===== src/hdl/lpm_pkg.sv =====
// Package for the low-power mode controller: mode encodings, bus map, carriers.
// Assumes a single 200 MHz AHB-Lite clock domain.
package lpm_pkg;

  // ----------------------------------------------------------------
  // Bus map
  // ----------------------------------------------------------------
  localparam logic [7:0] lpm_off_status_word = 8'h00;
  localparam logic [7:0] lpm_off_config = 8'h04;
  localparam logic [7:0] lpm_off_mode_state = 8'h08;
  localparam logic [7:0] lpm_off_stack_word = 8'h0c;
  localparam logic [7:0] lpm_off_wake_cause = 8'h10;

  // ----------------------------------------------------------------
  // Field positions
  // ----------------------------------------------------------------
  localparam int lpm_bit_cpu_halt = 4;
  localparam int lpm_bit_osc_off = 5;
  localparam int lpm_bit_clock_generator_ctl_zero = 6;
  localparam int lpm_bit_clock_generator_ctl_one = 7;
  localparam int lpm_bit_subsystem_clock_off = 0;
  localparam int lpm_bit_reg_off = 1;
  localparam int lpm_bit_rtc_keep = 2;

  // ----------------------------------------------------------------
  // Reset values and masks
  // ----------------------------------------------------------------
  localparam logic [15:0] lpm_rst_status_word = 16'h0000;
  localparam logic [2:0] lpm_rst_config = 3'h0;
  localparam logic [15:0] lpm_mode_mask = 16'h00f0;
  localparam logic [15:0] lpm_isr_clear_mask = 16'h00b0;

  typedef enum logic [2:0] {
    lpm_active,
    lpm_sleep0,
    lpm_sleep2,
    lpm_sleep3,
    lpm_sleep4,
    lpm_deep35,
    lpm_deep45
  } lpm_mode_t;

  typedef enum logic [1:0] {
    lpm_run,
    lpm_deep,
    lpm_wake_rst
  } lpm_state_t;

  // Clock and power enables to the clock system
  typedef struct packed {
    logic cpu_run;
    logic mclk_en;
    logic subsystem_clock_en;
    logic aclk_en;
    logic dco_en;
    logic dco_bias_en;
    logic fll_en;
    logic regulator_en;
    logic rtc_domain_en;
  } lpm_enables_t;

  // Peripheral clock requests
  typedef struct packed {
    logic aclk_req;
    logic subsystem_clock_req;
  } lpm_clk_req_t;

  // Deep-mode wake sources
  typedef struct packed {
    logic power_seq;
    logic reset_pin;
    logic rtc_event;
    logic lfxt_fault;
    logic port_wake;
  } lpm_wake_t;

  // Clock source routing of the oscillator
  typedef struct packed {
    logic dco_src_aclk;
    logic dco_src_mclk;
    logic dco_src_subsystem_clock;
  } lpm_src_t;

endpackage : lpm_pkg


===== src/hdl/lpm_ctrl.sv =====
// Low-power operating-mode controller with an AHB-Lite register port.
// Assumes core and peripherals on hclk; wake inputs are asynchronous.
`timescale 1ns/100ps
module lpm_ctrl (
  input wire logic hclk,
  input wire logic hresetn,
  input wire logic hsel,
  input wire logic [31:0] haddr,
  input wire logic [1:0] htrans,
  input wire logic hwrite,
  input wire logic [2:0] hsize,
  input wire logic [31:0] hwdata,
  input wire logic hready,
  output logic [31:0] hrdata,
  output logic hreadyout,
  output logic hresp,
  input wire logic irq_pending,
  input wire logic isr_enter,
  input wire logic isr_return,
  input wire lpm_pkg::lpm_clk_req_t clk_req,
  input wire lpm_pkg::lpm_src_t clk_src,
  input wire lpm_pkg::lpm_wake_t wake_async,
  output lpm_pkg::lpm_enables_t enables,
  output lpm_pkg::lpm_mode_t actual_mode,
  output logic periph_active,
  output logic retain_hold,
  output logic pin_latch,
  output logic state_lost,
  output logic brownout_level_reset
);

  // ----------------------------------------------------------------
  // Registers
  // ----------------------------------------------------------------
  logic [15:0] processor_status_word;
  logic [15:0] stack_word;
  logic [2:0] config_bits;
  logic [4:0] wake_cause;
  lpm_pkg::lpm_state_t state;
  lpm_pkg::lpm_wake_t wake_s1;
  lpm_pkg::lpm_wake_t wake_s2;
  logic ph_valid;
  logic ph_write;
  logic [7:0] ph_addr;
  logic cpu_halt_bit;
  logic oscillator_off_bit;
  logic clock_generator_ctl_zero;
  logic clock_generator_ctl_one;
  logic subsystem_clock_off_bit;
  logic regulator_off_bit;
  lpm_pkg::lpm_mode_t req_mode;
  lpm_pkg::lpm_mode_t next_mode;
  lpm_pkg::lpm_enables_t next_enables;
  logic deep_wake;
  logic wr_psw;
  logic bus_take;
  logic wr_stk;
  logic [31:0] next_hrdata;
  logic wake_common;
  logic wake_rtc_side;

  assign subsystem_clock_off_bit = config_bits[lpm_pkg::lpm_bit_subsystem_clock_off];
  assign regulator_off_bit = config_bits[lpm_pkg::lpm_bit_reg_off];
  assign cpu_halt_bit = processor_status_word[lpm_pkg::lpm_bit_cpu_halt];
  assign oscillator_off_bit = processor_status_word[lpm_pkg::lpm_bit_osc_off];
  assign clock_generator_ctl_zero = processor_status_word[lpm_pkg::lpm_bit_clock_generator_ctl_zero];
  assign clock_generator_ctl_one = processor_status_word[lpm_pkg::lpm_bit_clock_generator_ctl_one];

  // ----------------------------------------------------------------
  // Bus slave
  // ----------------------------------------------------------------
  assign bus_take = hsel && hready && htrans[1];
  // Zero wait states; every transfer answers OKAY
  assign hreadyout = 1'b1;
  assign hresp = 1'b0;
  assign wr_psw = ph_valid && ph_write && (ph_addr == lpm_pkg::lpm_off_status_word);
  assign wr_stk = ph_valid && ph_write && (ph_addr == lpm_pkg::lpm_off_stack_word);

  always_ff @(posedge hclk or negedge hresetn) begin
    if (!hresetn) begin
      ph_valid <= 1'b0;
      ph_write <= 1'b0;
      ph_addr <= 8'h00;
    end else begin
      ph_valid <= bus_take;
      ph_write <= hwrite;
      ph_addr <= haddr[7:0];
    end
  end

  // ----------------------------------------------------------------
  // Read data
  // ----------------------------------------------------------------
  always_comb begin
    next_hrdata = 32'h0000_0000;
    if (haddr[7:0] == lpm_pkg::lpm_off_status_word) begin
      next_hrdata = {16'h0000, processor_status_word};
    end else if (haddr[7:0] == lpm_pkg::lpm_off_config) begin
      next_hrdata = {29'h0000_0000, config_bits};
    end else if (haddr[7:0] == lpm_pkg::lpm_off_mode_state) begin
      next_hrdata = {22'h00_0000, state, actual_mode, enables[8:4]};
    end else if (haddr[7:0] == lpm_pkg::lpm_off_stack_word) begin
      next_hrdata = {16'h0000, stack_word};
    end else if (haddr[7:0] == lpm_pkg::lpm_off_wake_cause) begin
      next_hrdata = {27'h000_0000, wake_cause};
    end
  end

  always_ff @(posedge hclk or negedge hresetn) begin
    if (!hresetn) begin
      hrdata <= 32'h0000_0000;
    end else if (bus_take && !hwrite) begin
      hrdata <= next_hrdata;
    end
  end

  always_ff @(posedge hclk or negedge hresetn) begin
    if (!hresetn) begin
      config_bits <= lpm_pkg::lpm_rst_config;
    end else if (ph_valid && ph_write && ph_addr == lpm_pkg::lpm_off_config) begin
      config_bits <= hwdata[2:0];
    end
  end

  // ----------------------------------------------------------------
  // Status word and interrupt stack
  // ----------------------------------------------------------------
  always_ff @(posedge hclk or negedge hresetn) begin
    if (!hresetn) begin
      processor_status_word <= lpm_pkg::lpm_rst_status_word;
    end else if (state == lpm_pkg::lpm_wake_rst) begin
      processor_status_word <= lpm_pkg::lpm_rst_status_word;
    end else if (isr_enter) begin
      processor_status_word <= processor_status_word & ~lpm_pkg::lpm_isr_clear_mask;
    end else if (isr_return) begin
      processor_status_word <= stack_word;
    end else if (wr_psw && state == lpm_pkg::lpm_run) begin
      processor_status_word <= hwdata[15:0];
    end
  end

  always_ff @(posedge hclk or negedge hresetn) begin
    if (!hresetn) begin
      stack_word <= lpm_pkg::lpm_rst_status_word;
    end else if (state == lpm_pkg::lpm_wake_rst) begin
      stack_word <= lpm_pkg::lpm_rst_status_word;
    end else if (isr_enter) begin
      stack_word <= processor_status_word;
    end else if (wr_stk && !isr_return) begin
      // Bus write loses to an interrupt entry or return
      stack_word <= hwdata[15:0];
    end
  end

  // ----------------------------------------------------------------
  // Mode decode
  // ----------------------------------------------------------------
  always_comb begin
    req_mode = lpm_pkg::lpm_active;
    if (!cpu_halt_bit) begin
      req_mode = lpm_pkg::lpm_active;
    end else if (oscillator_off_bit && clock_generator_ctl_zero && clock_generator_ctl_one) begin
      if (regulator_off_bit) begin
        req_mode = config_bits[lpm_pkg::lpm_bit_rtc_keep] ? lpm_pkg::lpm_deep35
                                                          : lpm_pkg::lpm_deep45;
      end else begin
        req_mode = lpm_pkg::lpm_sleep4;
      end
    end else if (clock_generator_ctl_one && !oscillator_off_bit) begin
      req_mode = clock_generator_ctl_zero ? lpm_pkg::lpm_sleep3 : lpm_pkg::lpm_sleep2;
    end else begin
      req_mode = lpm_pkg::lpm_sleep0;
    end
  end

  always_comb begin
    next_mode = req_mode;
    if (req_mode != lpm_pkg::lpm_active && req_mode != lpm_pkg::lpm_deep35
        && req_mode != lpm_pkg::lpm_deep45) begin
      if (clk_req.subsystem_clock_req) begin
        next_mode = lpm_pkg::lpm_sleep0;
      end else if (clk_req.aclk_req && req_mode == lpm_pkg::lpm_sleep4) begin
        next_mode = lpm_pkg::lpm_sleep3;
      end
    end
    if (state == lpm_pkg::lpm_wake_rst) begin
      next_mode = lpm_pkg::lpm_active;
    end
  end

  // ----------------------------------------------------------------
  // Clock enables
  // ----------------------------------------------------------------
  always_comb begin
    next_enables = '0;
    next_enables.regulator_en = 1'b1;
    case (next_mode)
      lpm_pkg::lpm_active: begin
        next_enables.cpu_run = 1'b1;
        next_enables.mclk_en = 1'b1;
        next_enables.aclk_en = 1'b1;
        next_enables.subsystem_clock_en = !subsystem_clock_off_bit || clk_req.subsystem_clock_req;
        next_enables.dco_en = clk_src.dco_src_aclk || clk_src.dco_src_mclk
                              || (clk_src.dco_src_subsystem_clock && next_enables.subsystem_clock_en);
      end
      lpm_pkg::lpm_sleep0: begin
        next_enables.aclk_en = 1'b1;
        next_enables.subsystem_clock_en = !subsystem_clock_off_bit || clk_req.subsystem_clock_req;
        next_enables.dco_en = clk_src.dco_src_aclk
                              || (clk_src.dco_src_subsystem_clock && next_enables.subsystem_clock_en);
      end
      lpm_pkg::lpm_sleep2, lpm_pkg::lpm_sleep3: begin
        next_enables.aclk_en = 1'b1;
      end
      lpm_pkg::lpm_deep35: begin
        next_enables.regulator_en = 1'b0;
        next_enables.rtc_domain_en = 1'b1;
      end
      lpm_pkg::lpm_deep45: begin
        next_enables.regulator_en = 1'b0;
      end
      lpm_pkg::lpm_sleep4: begin
        next_enables.regulator_en = 1'b1;
      end
      default: begin
        next_enables.regulator_en = 1'b1;
      end
    endcase
    if (next_mode == lpm_pkg::lpm_active || next_mode == lpm_pkg::lpm_sleep0) begin
      next_enables.dco_bias_en = next_enables.dco_en || clk_src.dco_src_mclk
                                 || (clk_src.dco_src_subsystem_clock && next_enables.subsystem_clock_en);
      next_enables.fll_en = next_enables.dco_en;
    end
  end

  // ----------------------------------------------------------------
  // Mode register
  // ----------------------------------------------------------------
  // registered each cycle
  always_ff @(posedge hclk or negedge hresetn) begin
    if (!hresetn) begin
      enables <= '0;
    end else begin
      enables <= next_enables;
    end
  end

  always_ff @(posedge hclk or negedge hresetn) begin
    if (!hresetn) begin
      actual_mode <= lpm_pkg::lpm_active;
    end else begin
      actual_mode <= next_mode;
    end
  end

  // ----------------------------------------------------------------
  // Outputs
  // ----------------------------------------------------------------
  // peripherals idle while their clock is off
  assign periph_active = enables.subsystem_clock_en;
  assign retain_hold = enables.regulator_en && !enables.cpu_run;

  // ----------------------------------------------------------------
  // Deep mode sequencing
  // ----------------------------------------------------------------
  always_ff @(posedge hclk or negedge hresetn) begin
    if (!hresetn) begin
      wake_s1 <= '0;
      wake_s2 <= '0;
    end else begin
      wake_s1 <= wake_async;
      wake_s2 <= wake_s1;
    end
  end

  // sources that wake either deep mode
  assign wake_common = wake_s2.power_seq || wake_s2.reset_pin || wake_s2.port_wake;
  assign wake_rtc_side = wake_s2.rtc_event || wake_s2.lfxt_fault;

  always_comb begin
    deep_wake = 1'b0;
    if (actual_mode == lpm_pkg::lpm_deep45) begin
      deep_wake = wake_common;
    end else if (actual_mode == lpm_pkg::lpm_deep35) begin
      deep_wake = wake_common || wake_rtc_side;
    end
  end

  always_ff @(posedge hclk or negedge hresetn) begin
    if (!hresetn) begin
      state <= lpm_pkg::lpm_run;
    end else begin
      case (state)
        lpm_pkg::lpm_run: begin
          if (actual_mode == lpm_pkg::lpm_deep35 || actual_mode == lpm_pkg::lpm_deep45) begin
            state <= lpm_pkg::lpm_deep;
          end
        end
        lpm_pkg::lpm_deep: begin
          if (deep_wake) begin
            state <= lpm_pkg::lpm_wake_rst;
          end
        end
        lpm_pkg::lpm_wake_rst: begin
          state <= lpm_pkg::lpm_run;
        end
        default: begin
          state <= lpm_pkg::lpm_run;
        end
      endcase
    end
  end

  always_ff @(posedge hclk or negedge hresetn) begin
    if (!hresetn) begin
      wake_cause <= 5'h00;
    end else if (state == lpm_pkg::lpm_deep && deep_wake) begin
      wake_cause <= wake_s2;
    end
  end

  assign pin_latch = (state == lpm_pkg::lpm_deep);
  assign state_lost = (state == lpm_pkg::lpm_deep);
  assign brownout_level_reset = (state == lpm_pkg::lpm_wake_rst);

endmodule : lpm_ctrl


===== config.mk =====
export PLATFORM = sky130hd
export DESIGN_NAME = lpm_ctrl
export DESIGN_NICKNAME = d
export VERILOG_FILES = /design/src/hdl/lpm_pkg.sv /design/src/hdl/lpm_ctrl.sv
export SDC_FILE = /design/constraint.sdc
export NUM_CORES = 1
export LEC_CHECK = 0
export BUFFER_PORTS_ARGS = -buffer_cell sky130_fd_sc_hd__buf_2
export CAP_MARGIN = 20
export CORE_ASPECT_RATIO = 1.25
export CORE_MARGIN = 2
export CORE_UTILIZATION = 40
export DETAILED_ROUTE_END_ITERATION = 16
export GPL_TIMING_DRIVEN = 0
export PLACE_DENSITY = 0.61
export SYNTH_ARGS = -nofsm -noshare
export SYNTH_HDL_FRONTEND = slang
export SYNTH_SLANG_ARGS = --single-unit

===== constraint.sdc =====
create_clock -name hclk -period 3.45 [get_ports hclk]
set_input_delay 0.69 -clock hclk [delete_from_list [all_inputs] [get_ports hclk]]
set_output_delay 0.69 -clock hclk [all_outputs]
set_load 0.02 [all_outputs]

==> results of run 1 <==
cells in the mapped netlist, drive strengths merged (2+ instances only):
| master | count |
|---|---|
| or4 | 2 |
| mux2i | 38 |
| or3b | 2 |
| a31oi | 3 |
| buf | 33 |
| inv | 4 |
| nor3 | 6 |
| nor2 | 45 |
| nor4 | 2 |
| a221o | 6 |
| dfrtp | 88 |
| a211oi | 2 |
| nand4 | 5 |
| or3 | 5 |
| nand2b | 6 |
| and3 | 7 |
| nand3 | 3 |
| a21oi | 4 |
| mux2 | 45 |
| nor2b | 7 |
| conb | 2 |
| clkbuf | 8 |
| o21ai | 10 |
| nand2 | 13 |
| o31ai | 3 |
| a22oi | 8 |
flip-flops by register name, summed over array words and instances, names as in the netlist, 2 cells and up:
| signal | count |
|---|---|
| wake_cause | 5 |
| stack_word | 16 |
| hrdata | 16 |
| state | 2 |
| config_bits | 3 |
| enables | 6 |
| processor_status_word | 16 |
| actual_mode | 3 |
| ph_addr | 8 |
| wake_s1 | 5 |
| wake_s2 | 5 |
how the worst max path moves through the flow:
| stage | start | depth (start not counted) | endpoint | slack [ns] |
|---|---|---|---|---|
| 2_1_floorplan | haddr[6] | 4 | hrdata[3]$_DFFE_PN0P_ | 1.34 |
| 3_3_place_gp | hresetn | 1 | hrdata[13]$_DFFE_PN0P_ | 0.87 |
| 3_5_place_dp | haddr[4] | 7 | hrdata[5]$_DFFE_PN0P_ | 1.01 |
| 4_1_cts | state[0]$_DFFE_PN0P_ | 4 | brownout_level_reset | 0.83 |
| 5_1_grt | state[0]$_DFFE_PN0P_ | 4 | brownout_level_reset | 0.74 |
| 6_report | state[0]$_DFFE_PN0P_ | 4 | brownout_level_reset | 0.80 |
kinds of logic after synthesis:
group,Yosys count,share of synthesized area (%)
flip-flops,88,51.2
multiplexers,83,20.6
AO/OA/AOI/OAI,46,7.97
other,2,0.174
AND/OR/NAND/NOR,109,13.1
buffers and inverters,46,6.98
routing by layer:
metal	global-route usage [%]	part of all wire, %
met1	23.9	43
met2	32.2	50
met3	3.96	5.3
met4	6.78	1.5
met5	0	0
where the power goes:
part,internal (mW),total (mW),switching (mW)
combinational,0.167,0.362,0.195
clock,0.632,1.03,0.399
sequential,1.12,1.18,0.0637
total,1.92,2.57,0.659
cells in the final DEF (no fill, tap or decap), types with 9 or more instances in the layout:
| master | Yosys | final |
|---|---|---|
| mux2i_1 | 38 | 38 |
| mux2_1 | 13 | 13 |
| o21ai_0 | 10 | 10 |
| conb_1 | 2 | 18 |
| nor2_1 | 45 | 45 |
| clkbuf_1 | 8 | 9 |
| buf_2 | 5 | 77 |
| buf_4 | 24 | 25 |
| nand2_1 | 13 | 13 |
| mux2_2 | 32 | 32 |
| clkbuf_16 | 0 | 9 |
| dfrtp_1 | 88 | 88 |
per-stage QoR:
| stage | utilization (%) | power [mW] | setup WS (ns) | std cells | hold slack [ns] |
|---|---|---|---|---|---|
| final | 49.6 | 2.57 | 0.801 | 612 | 0.255 |
| after global routing | 49.6 | 2.69 | 0.743 | 612 | 0.274 |
| after CTS | 49.6 | 2.60 | 0.830 | 612 | 0.261 |
| after detailed placement | 46.6 | 1.56 | 1.01 | 596 | 0.336 |
| after global placement | 46.3 | 1.54 | 0.872 | 595 | 0.332 |
| after floorplan | - | 1.43 | 1.34 | 390 | 0.331 |
layout make-up:
| class | count | area (sq um) |
|---|---|---|
| Tap cell | 132 | 165 |
| Buffer | 42 | 285 |
| Fill cell | 981 | 5330 |
| Clock inverter | 6 | 83.8 |
| Timing Repair Buffer | 74 | 395 |
| Inverter | 4 | 15.0 |
| Clock buffer | 10 | 229 |
| Sequential cell | 88 | 2200 |
| Multi-Input combinational cell | 256 | 1860 |
worst register-to-register path, delay by kind of cell, from the launching register on:
kind,cells,cell delay [ns]
AOI/OAI and AO/OA,1,0.54
and+or+nand+nor,2,0.60
DFF,1,0.36
buffers and inverters,1,0.31
muxes,1,0.35
==> flow_summary.json, run 1 <==
{
  "antenna_cells": 0,
  "drc": 0,
  "synth-seq-cells": 88,
  "path_max_fanout": 10,
  "synth.top_cell.area_share_pct": 51.2,
  "synth_edf_count": 0,
  "placed_area_sq_mm": 0.00492,
  "final_hold_viol_count": 0,
  "fmax_ghz": 0.377,
  "regToRegSetupSlack_ns": 1.17,
  "cap_violations": 0,
  "crit_chain": "nand2b_1 > inv_1 > clkbuf_1 > buf_2",
  "path_delay_family": "buffers and inverters",
  "hp-class": "in2async",
  "rsz0062_at_grt": "no",
  "root_buffer": "clkbuf_16",
  "htree_levels": 3,
  "synth_top_area_cell": "dfrtp_1",
  "io_pins": 138,
  "arrival_ns": 1.96,
  "synth_area_per_cell_sq_um": 11.5,
  "ys_async_sr_fraction_pct": 100,
  "drt-vias-per-instance": 5.17,
  "drive_gt1_share_pct": 33.1,
  "worstSetupEndpointType": "primary output",
  "first_pass_iters": 4,
  "cts_made_buffers": 9,
  "grt_max_degree": 64,
  "r2r_start": "ph_addr[5]$_DFF_PN0_",
  "coreArea_sq_mm": 0.0106,
  "wire_per_inst_um": 17.0,
  "drtIter0Drc": 170,
  "die-area_sq_mm": 0.0116,
  "postSynthCellCount": 374,
  "cts_hold_buf": 0,
  "ys.warnings.count": 0,
  "area_delta_synth_final_pct": 21.7,
  "antenna_found_initial": 0,
  "initial_core_util_pct": 40.7,
  "cts_tree": "done",
  "yosysUniqueCellTypes": 51,
  "first_global_vias": 3239,
  "seq_area_frac_synth_pct": 51.2,
  "reg2reg_to": "processor_status_word[3]$_DFFE_PN0P_",
  "ys_top_cells_by_area": "dfrtp_1 51%, mux2i_1 8.8%, mux2_2 8.4%",
  "clock-sinks": 88,
  "r2r_cells": 5,
  "final_area_sq_mm": 0.00524,
  "io_buffer_count": 73,
  "die_y_um": 120,
  "synthFlopType": "dfrtp_1",
  "drv_slew": 0,
  "cp_slowest_cell": "clkbuf_1",
  "overflow": 0,
  "cts-resized-gates": 0,
  "gp_congestion": 0.798,
  "clk_pin_slew_worst_paths_ns": 0.06,
  "worst-setup-path-type": "reg2out",
  "row_count": 42,
  "setup_viol_count_final": 0,
  "via_count": 3167,
  "tightestPinTransition_ns": 0.814,
  "critPathLaunchType": "register",
  "cts_setup_buffers": 0,
  "slowest_delay_ns": 0.49,
  "timing.final.crit_period_ns": 2.65,
  "finalSetupTns_ns": 0,
  "grt_pass1_wl_um": 17000,
  "crit_buf_inv": 3,
  "wl_um": 10400,
  "slew_headroom_pct": 45.7,
  "die_x_um": 96.8,
  "fin_nets": 562,
  "insertion_delay_ns": 0.34,
  "dp_hpwl_um": 7530,
  "syn-cell-area_sq_mm": 0.00430,
  "power_density_mw_per_mm2": 491,
  "status": "finished, final reports clean",
  "grt_usage_pct": 18.9,
  "ant_nets": 0,
  "clk_path_buf_depth": 2,
  "required_ns": 2.76,
  "post-route-period-util_pct": 76.8,
  "vdd_ir_drop_max_v": 0.000313,
  "p_leak_nw": 2.62,
  "fin_skew_ns": 0.00829
}
Note: power is estimated with default switching activity, not from simulation.
==> inputs of run 2 (changes only) <==
--- a/config.mk
+++ b/config.mk
@@ -5,6 +5,7 @@
 export SDC_FILE = /design/constraint.sdc
 export NUM_CORES = 1
 export LEC_CHECK = 0
+export ABC_AREA = 1
 export BUFFER_PORTS_ARGS = -buffer_cell sky130_fd_sc_hd__buf_2
 export CAP_MARGIN = 20
 export CORE_ASPECT_RATIO = 1.25
@@ -12,7 +13,7 @@
 export CORE_UTILIZATION = 40
 export DETAILED_ROUTE_END_ITERATION = 16
 export GPL_TIMING_DRIVEN = 0
-export PLACE_DENSITY = 0.61
+export PLACE_DENSITY = 0.62
 export SYNTH_ARGS = -nofsm -noshare
 export SYNTH_HDL_FRONTEND = slang
 export SYNTH_SLANG_ARGS = --single-unit
==> constraint.sdc (replaced) <==
create_clock -name hclk -period 2.55 [get_ports hclk]
set_input_delay 0.51 -clock hclk [delete_from_list [all_inputs] [get_ports hclk]]
set_output_delay 0.51 -clock hclk [all_outputs]
set_load 0.02 [all_outputs]
==> flow_summary.json, run 2 <==
{
  "synthFlopType": "dfrtp_1",
  "slew_headroom_pct": 58.4,
  "final_common_cell": "nand2_1",
  "antenna_cells": 0,
  "synth.top_cell.area_share_pct": 52.7,
  "grt_max_degree": 57,
  "tightestPinTransition_ns": 0.625,
  "place_inst": 708,
  "drc": 0,
  "first_global_vias": 3629,
  "status": "finished, final reports clean",
  "io_pins": 138,
  "worstSetupEndpointType": "primary output",
  "synth_top_area_cell": "dfrtp_1",
  "root_buffer": "clkbuf_16",
  "synth_edf_count": 0,
  "htree_levels": 3,
  "wire_per_inst_um": 15.4,
  "worst-path-stages": 4,
  "grt_usage_pct": 21.1,
  "clk_path_buf_depth": 2,
  "drive_gt1_share_pct": 25.7,
  "gp_congestion": 0.837,
  "synth-seq-cells": 88,
  "cts-resized-gates": 0,
  "power_density_mw_per_mm2": 685,
  "ys.warnings.count": 0,
  "first_pass_iters": 6,
  "fin_skew_ns": 0.00766,
  "drtIter0Drc": 221,
  "drv_slew": 0,
  "critPathLaunchType": "register",
  "p_leak_nw": 2.57,
  "hp-class": "in2async",
  "cts_setup_buffers": 0,
  "fin_hold_ws_ns": 0.109,
  "post-route-period-util_pct": 76.7,
  "ant_nets": 0,
  "clock-sinks": 88,
  "clk_pin_slew_worst_paths_ns": 0.07,
  "fin_nets": 677,
  "worstSetupStartpoint": "state[0]$_DFFE_PN0P_",
  "yosysUniqueCellTypes": 34,
  "path_delay_family": "flip-flops",
  "cts_made_buffers": 9,
  "top_regs": "hrdata (16), processor_status_word (16), stack_word (16)",
  "r2r_cells": 6,
  "finalSetupTns_ns": 0,
  "wl_um": 11100,
  "path_max_fanout": 4,
  "drt-vias-per-instance": 4.99,
  "final_cell_mix": "103 x nand2_1, 88 x dfrtp_1, 81 x buf_2",
  "io_buffer_count": 74,
  "setup_viol_count_final": 0,
  "die-area_sq_mm": 0.0113,
  "synth.most_common_cell": "nand2_1",
  "required_ns": 2.04,
  "cts_tree": "done",
  "final_hold_viol_count": 0,
  "cap_violations": 0,
  "insertion_delay_ns": 0.35,
  "cp_slowest_cell": "dfrtp_1",
  "cts_hold_buf": 0,
  "r2r_start": "ph_addr[1]$_DFF_PN0_",
  "via_count": 3610,
  "initial_core_util_pct": 41.2,
  "worst-setup-path-type": "reg2out",
  "postSynthCellCount": 488,
  "slowest_delay_ns": 0.43,
  "seq_area_frac_synth_pct": 52.7,
  "ys_async_sr_fraction_pct": 100,
  "die_y_um": 118,
  "syn-cell-area_sq_mm": 0.00418,
  "netlist_top_cells_count": "103 x nand2_1, 88 x dfrtp_1, 50 x inv_1, 48 x nor2_1, 37 x o21ai_0",
  "row_count": 41,
  "ys_top_cells_by_area": "dfrtp_1 53%, nand2_1 9.2%, inv_1 4.5%",
  "rsz0062_at_grt": "no",
  "crit_buf_inv": 3,
  "area_delta_synth_final_pct": 22.0,
  "fmax_ghz": 0.511,
  "synth_area_per_cell_sq_um": 8.57,
  "antenna_found_initial": 0,
  "instances_no_fill": 724,
  "crit_chain": "inv_1 > nor2_1 > buf_4 > buf_2",
  "overflow": 0,
  "timing.final.crit_period_ns": 1.96,
  "coreArea_sq_mm": 0.0102,
  "die_x_um": 95.5,
  "dp_hpwl_um": 8070,
  "arrival_ns": 1.45,
  "grt_pass1_wl_um": 18000,
  "vdd_ir_drop_max_v": 0.000404
}
-- run 2: cell count changes after synthesis, sizes merged, moves of 11 or more --
cell / delta
nand2: +97
inv: +54
mux2: -45
mux2i: -38
o21ai: +31
nand3: +18
o31ai: +12
a21oi: +11
nor2: +11
o22ai: +11
-- run 2: stage by stage --
step	setup slack [ns]	cell area (sq um)	util [%]	total power, mW
final	0.593	5100	50.2	3.49
after global routing	0.523	5100	50.2	3.64
after CTS	0.590	5100	50.2	3.52
after detailed placement	0.558	4800	47.3	2.19
after global placement	0.188	4770	47.0	2.17
after floorplan	0.967	4240	-	1.97
-- run 2: final timing paths --
path	slack, ns	end
min in group hclk	0.27	wake_s1[2]$_DFF_PN0_
worst min-delay path	0.11	processor_status_word[10]$_DFFE_PN0P_
worst max-delay path	0.59	state_lost
max in group asynchronous	1.82	stack_word[1]$_DFFE_PN0P_
worst min register to register	0.35	wake_s2[1]$_DFF_PN0_
worst max register to register	0.81	stack_word[14]$_DFFE_PN0P_
-- run 2: kinds of logic after synthesis --
group                  share of synthesized area, %
AOI/OAI and AO/OA                              14.9
and+or+nand+nor                                21.3
other                                         0.180
buffers and inverters                          11.0
DFF                                            52.7
-- run 2: report_power, final --
| group | internal [mW] | switching [mW] | leakage (nW) |
|---|---|---|---|
| sequential | 1.52 | 0.0873 | 1.08 |
| clock | 0.784 | 0.548 | 0.145 |
| combinational | 0.200 | 0.353 | 1.35 |
| total | 2.51 | 0.988 | 2.57 |
-- run 2: cell type report --
cell class                 instances  area [sq um]
buffer                            38           235
tap                              129           161
inverter                          59           223
clock inverter                     5          56.3
clock buffer                      11           243
sequential                        88          2200
timing repair buffer              75           400
fill                             998          5050
multi-input combinational        319          1580
-- run 2: routing by layer --
layer	track usage [%]	wire, um
met1	25.4	4470
met2	35.8	5700
met3	5.10	692
met4	8.66	266
met5	0	0
==> inputs of run 3 (changes only) <==
--- a/config.mk
+++ b/config.mk
@@ -5,7 +5,7 @@
 export SDC_FILE = /design/constraint.sdc
 export NUM_CORES = 1
 export LEC_CHECK = 0
-export ABC_AREA = 1
+export ABC_AREA = 0
 export BUFFER_PORTS_ARGS = -buffer_cell sky130_fd_sc_hd__buf_2
 export CAP_MARGIN = 20
 export CORE_ASPECT_RATIO = 1.25
@@ -13,7 +13,7 @@
 export CORE_UTILIZATION = 40
 export DETAILED_ROUTE_END_ITERATION = 16
 export GPL_TIMING_DRIVEN = 0
-export PLACE_DENSITY = 0.62
+export PLACE_DENSITY = 0.64
 export SYNTH_ARGS = -nofsm -noshare
 export SYNTH_HDL_FRONTEND = slang
 export SYNTH_SLANG_ARGS = --single-unit
==> constraint.sdc (replaced) <==
create_clock -name hclk -period 1.7 [get_ports hclk]
set_input_delay 0.34 -clock hclk [delete_from_list [all_inputs] [get_ports hclk]]
set_output_delay 0.34 -clock hclk [all_outputs]
set_load 0.02 [all_outputs]
==> flow_summary.json, run 3 (synthesis gave the netlist of run 1 again) <==
{
  "fillers": 920,
  "slowest_delay_ns": 0.46,
  "vdd_ir_drop_max_v": 0.000629,
  "wl_um": 11000,
  "final_common_cell": "dfrtp_1",
  "slew_headroom_pct": 43.2,
  "gp_congestion": 0.813,
  "cts_made_buffers": 9,
  "dp_hpwl_um": 7580,
  "power_density_mw_per_mm2": 931,
  "required_ns": 1.93,
  "grt_max_degree": 70,
  "overflow": 0,
  "coreArea_sq_mm": 0.0106,
  "clk_path_buf_depth": 2,
  "die-area_sq_mm": 0.0116,
  "drv_slew": 0,
  "die_x_um": 96.8,
  "grt_usage_pct": 19.7,
  "antenna_cells": 0,
  "path_delay_family": "simple AND/OR/NAND/NOR gates",
  "grt_pass1_wl_um": 17800,
  "first_global_vias": 3366,
  "arrival_ns": 2.15,
  "finalSetupTns_ns": -4.53,
  "hp-class": "in2reg",
  "place_inst": 596,
  "worst-setup-path-type": "reg2reg",
  "clk_pin_slew_worst_paths_ns": 0.07,
  "setup_viol_count_final": 35,
  "rsz0062_at_grt": "yes",
  "timing.final.crit_period_ns": 1.92,
  "cp_slowest_cell": "or3_1",
  "ant_nets": 0,
  "first_pass_iters": 4,
  "root_buffer": "clkbuf_16",
  "p_leak_nw": 2.80,
  "row_count": 42,
  "final_cell_mix": "86 x dfrtp_1, 73 x buf_2, 44 x nor2_1",
  "fin_nets": 573,
  "placed_area_sq_mm": 0.00497,
  "tightestPinTransition_ns": 0.851,
  "finalWorstSetupSlack_ns": -0.223,
  "post-route-period-util_pct": 113,
  "instances_no_fill": 623,
  "io_buffer_count": 73,
  "wire_per_inst_um": 17.7,
  "crit_chain": "or3_1 > o311ai_4 > buf_4 > mux2_2",
  "top_regs": "hrdata (16), processor_status_word (16), stack_word (16)",
  "drt-vias-per-instance": 5.27,
  "io_pins": 138,
  "drc": 0,
  "violations": "negative setup slack",
  "crit_buf_inv": 1,
  "cap_violations": 0,
  "fmax_ghz": 0.520,
  "cts_tree": "done",
  "path_max_fanout": 4,
  "insertion_delay_ns": 0.35,
  "critPathLaunchType": "register",
  "worstSetupEndpointType": "register",
  "status": "complete, but fails checks",
  "htree_levels": 3,
  "via_count": 3283,
  "final_area_sq_mm": 0.00559,
  "drive_gt1_share_pct": 40.7,
  "clock-sinks": 88,
  "area_delta_synth_final_pct": 29.9,
  "drtIter0Drc": 157,
  "initial_core_util_pct": 40.7,
  "fin_skew_ns": 0.00603,
  "die_y_um": 120,
  "antenna_found_initial": 0,
  "final_hold_viol_count": 0
}
## run 3: changes by cell type in the layout (fill, tap and decap cells not counted), moves of 27 or more
cell,previous run,this run
o21ai_0,37,10
nand2_1,103,13
mux2_4,0,29
inv_1,50,3
mux2i_1,0,38
## run 3: stage by stage
step	hold slack (ns)	total power [mW]	util (%)	worst slack, ns
floorplan	0.0444	2.93	-	-0.128
global placement	0.331	3.16	46.8	-0.607
detailed placement	0.250	3.20	47.1	-0.601
CTS	0.0871	5.23	52.6	-0.273
global route	0.0863	5.40	52.9	-0.325
finish	0.0954	5.20	52.9	-0.223
## run 3: per-layer routing
layer	track usage, %	routed length, um	vias up	share of wire (%)
li1	-	-	1519	-
met4	8.45	261	0	2.4
met5	0	0	-	0
met3	3.73	530	23	4.8
met2	32.8	5410	108	49
met1	25.2	4820	1633	44
## run 3: where the power goes
| group | total, mW | leakage (nW) | switching (mW) | internal, mW |
|---|---|---|---|---|
| registers | 2.42 | 1.10 | 0.157 | 2.26 |
| logic | 0.842 | 1.57 | 0.407 | 0.435 |
| clock network | 1.94 | 0.135 | 0.919 | 1.02 |
| total | 5.20 | 2.80 | 1.48 | 3.72 |
## run 3: timing repair
action,CTS,global route
buffers inserted,8,6
hold buffers,1,0
resized for setup,53,7
hold endpoints to repair,19,0
gates cloned,2,0
pin swaps,5,1
endpoints found under the setup margin,44,50
## run 3: final timing paths
check | start | end | slack, ns | depth (start not counted)
min reg2reg | wake_s1[0]$_DFF_PN0_ | wake_s2[0]$_DFF_PN0_ | 0.35 | 0
min in group asynchronous | hresetn | processor_status_word[14]$_DFFE_PN0P_ | 0.42 | 2
max in group asynchronous | hresetn | state[0]$_DFFE_PN0P_ | 0.63 | 3
min | haddr[6] | ph_addr[6]$_DFF_PN0_ | 0.1 | 1
max | state[0]$_DFFE_PN0P_ | processor_status_word[1]$_DFFE_PN0P_ | -0.22 | 4
max reg2reg | state[0]$_DFFE_PN0P_ | processor_status_word[1]$_DFFE_PN0P_ | -0.22 | 4
## run 3: worst reg2reg max path: cells and delay by family (launching register included)
kind	cells	cell delay, ns
AO/OA/AOI/OAI	1	0.40
AND/OR/NAND/NOR	1	0.46
buffers and inverters	1	0.21
flip-flops	1	0.42
multiplexers	1	0.32
## run 3: area by class of cell
type / instances / area (sq um) / area share (%)
buffer: 38 / 308 / 5.51
clock inverter: 7 / 61.3 / 1.10
multi-input combinational: 256 / 2050 / 36.7
sequential: 88 / 2200 / 39.4
timing repair buffer: 89 / 553 / 9.89
tap: 132 / 165 / 2.95
clock buffer: 9 / 225 / 4.03
inverter: 4 / 20.0 / 0.358
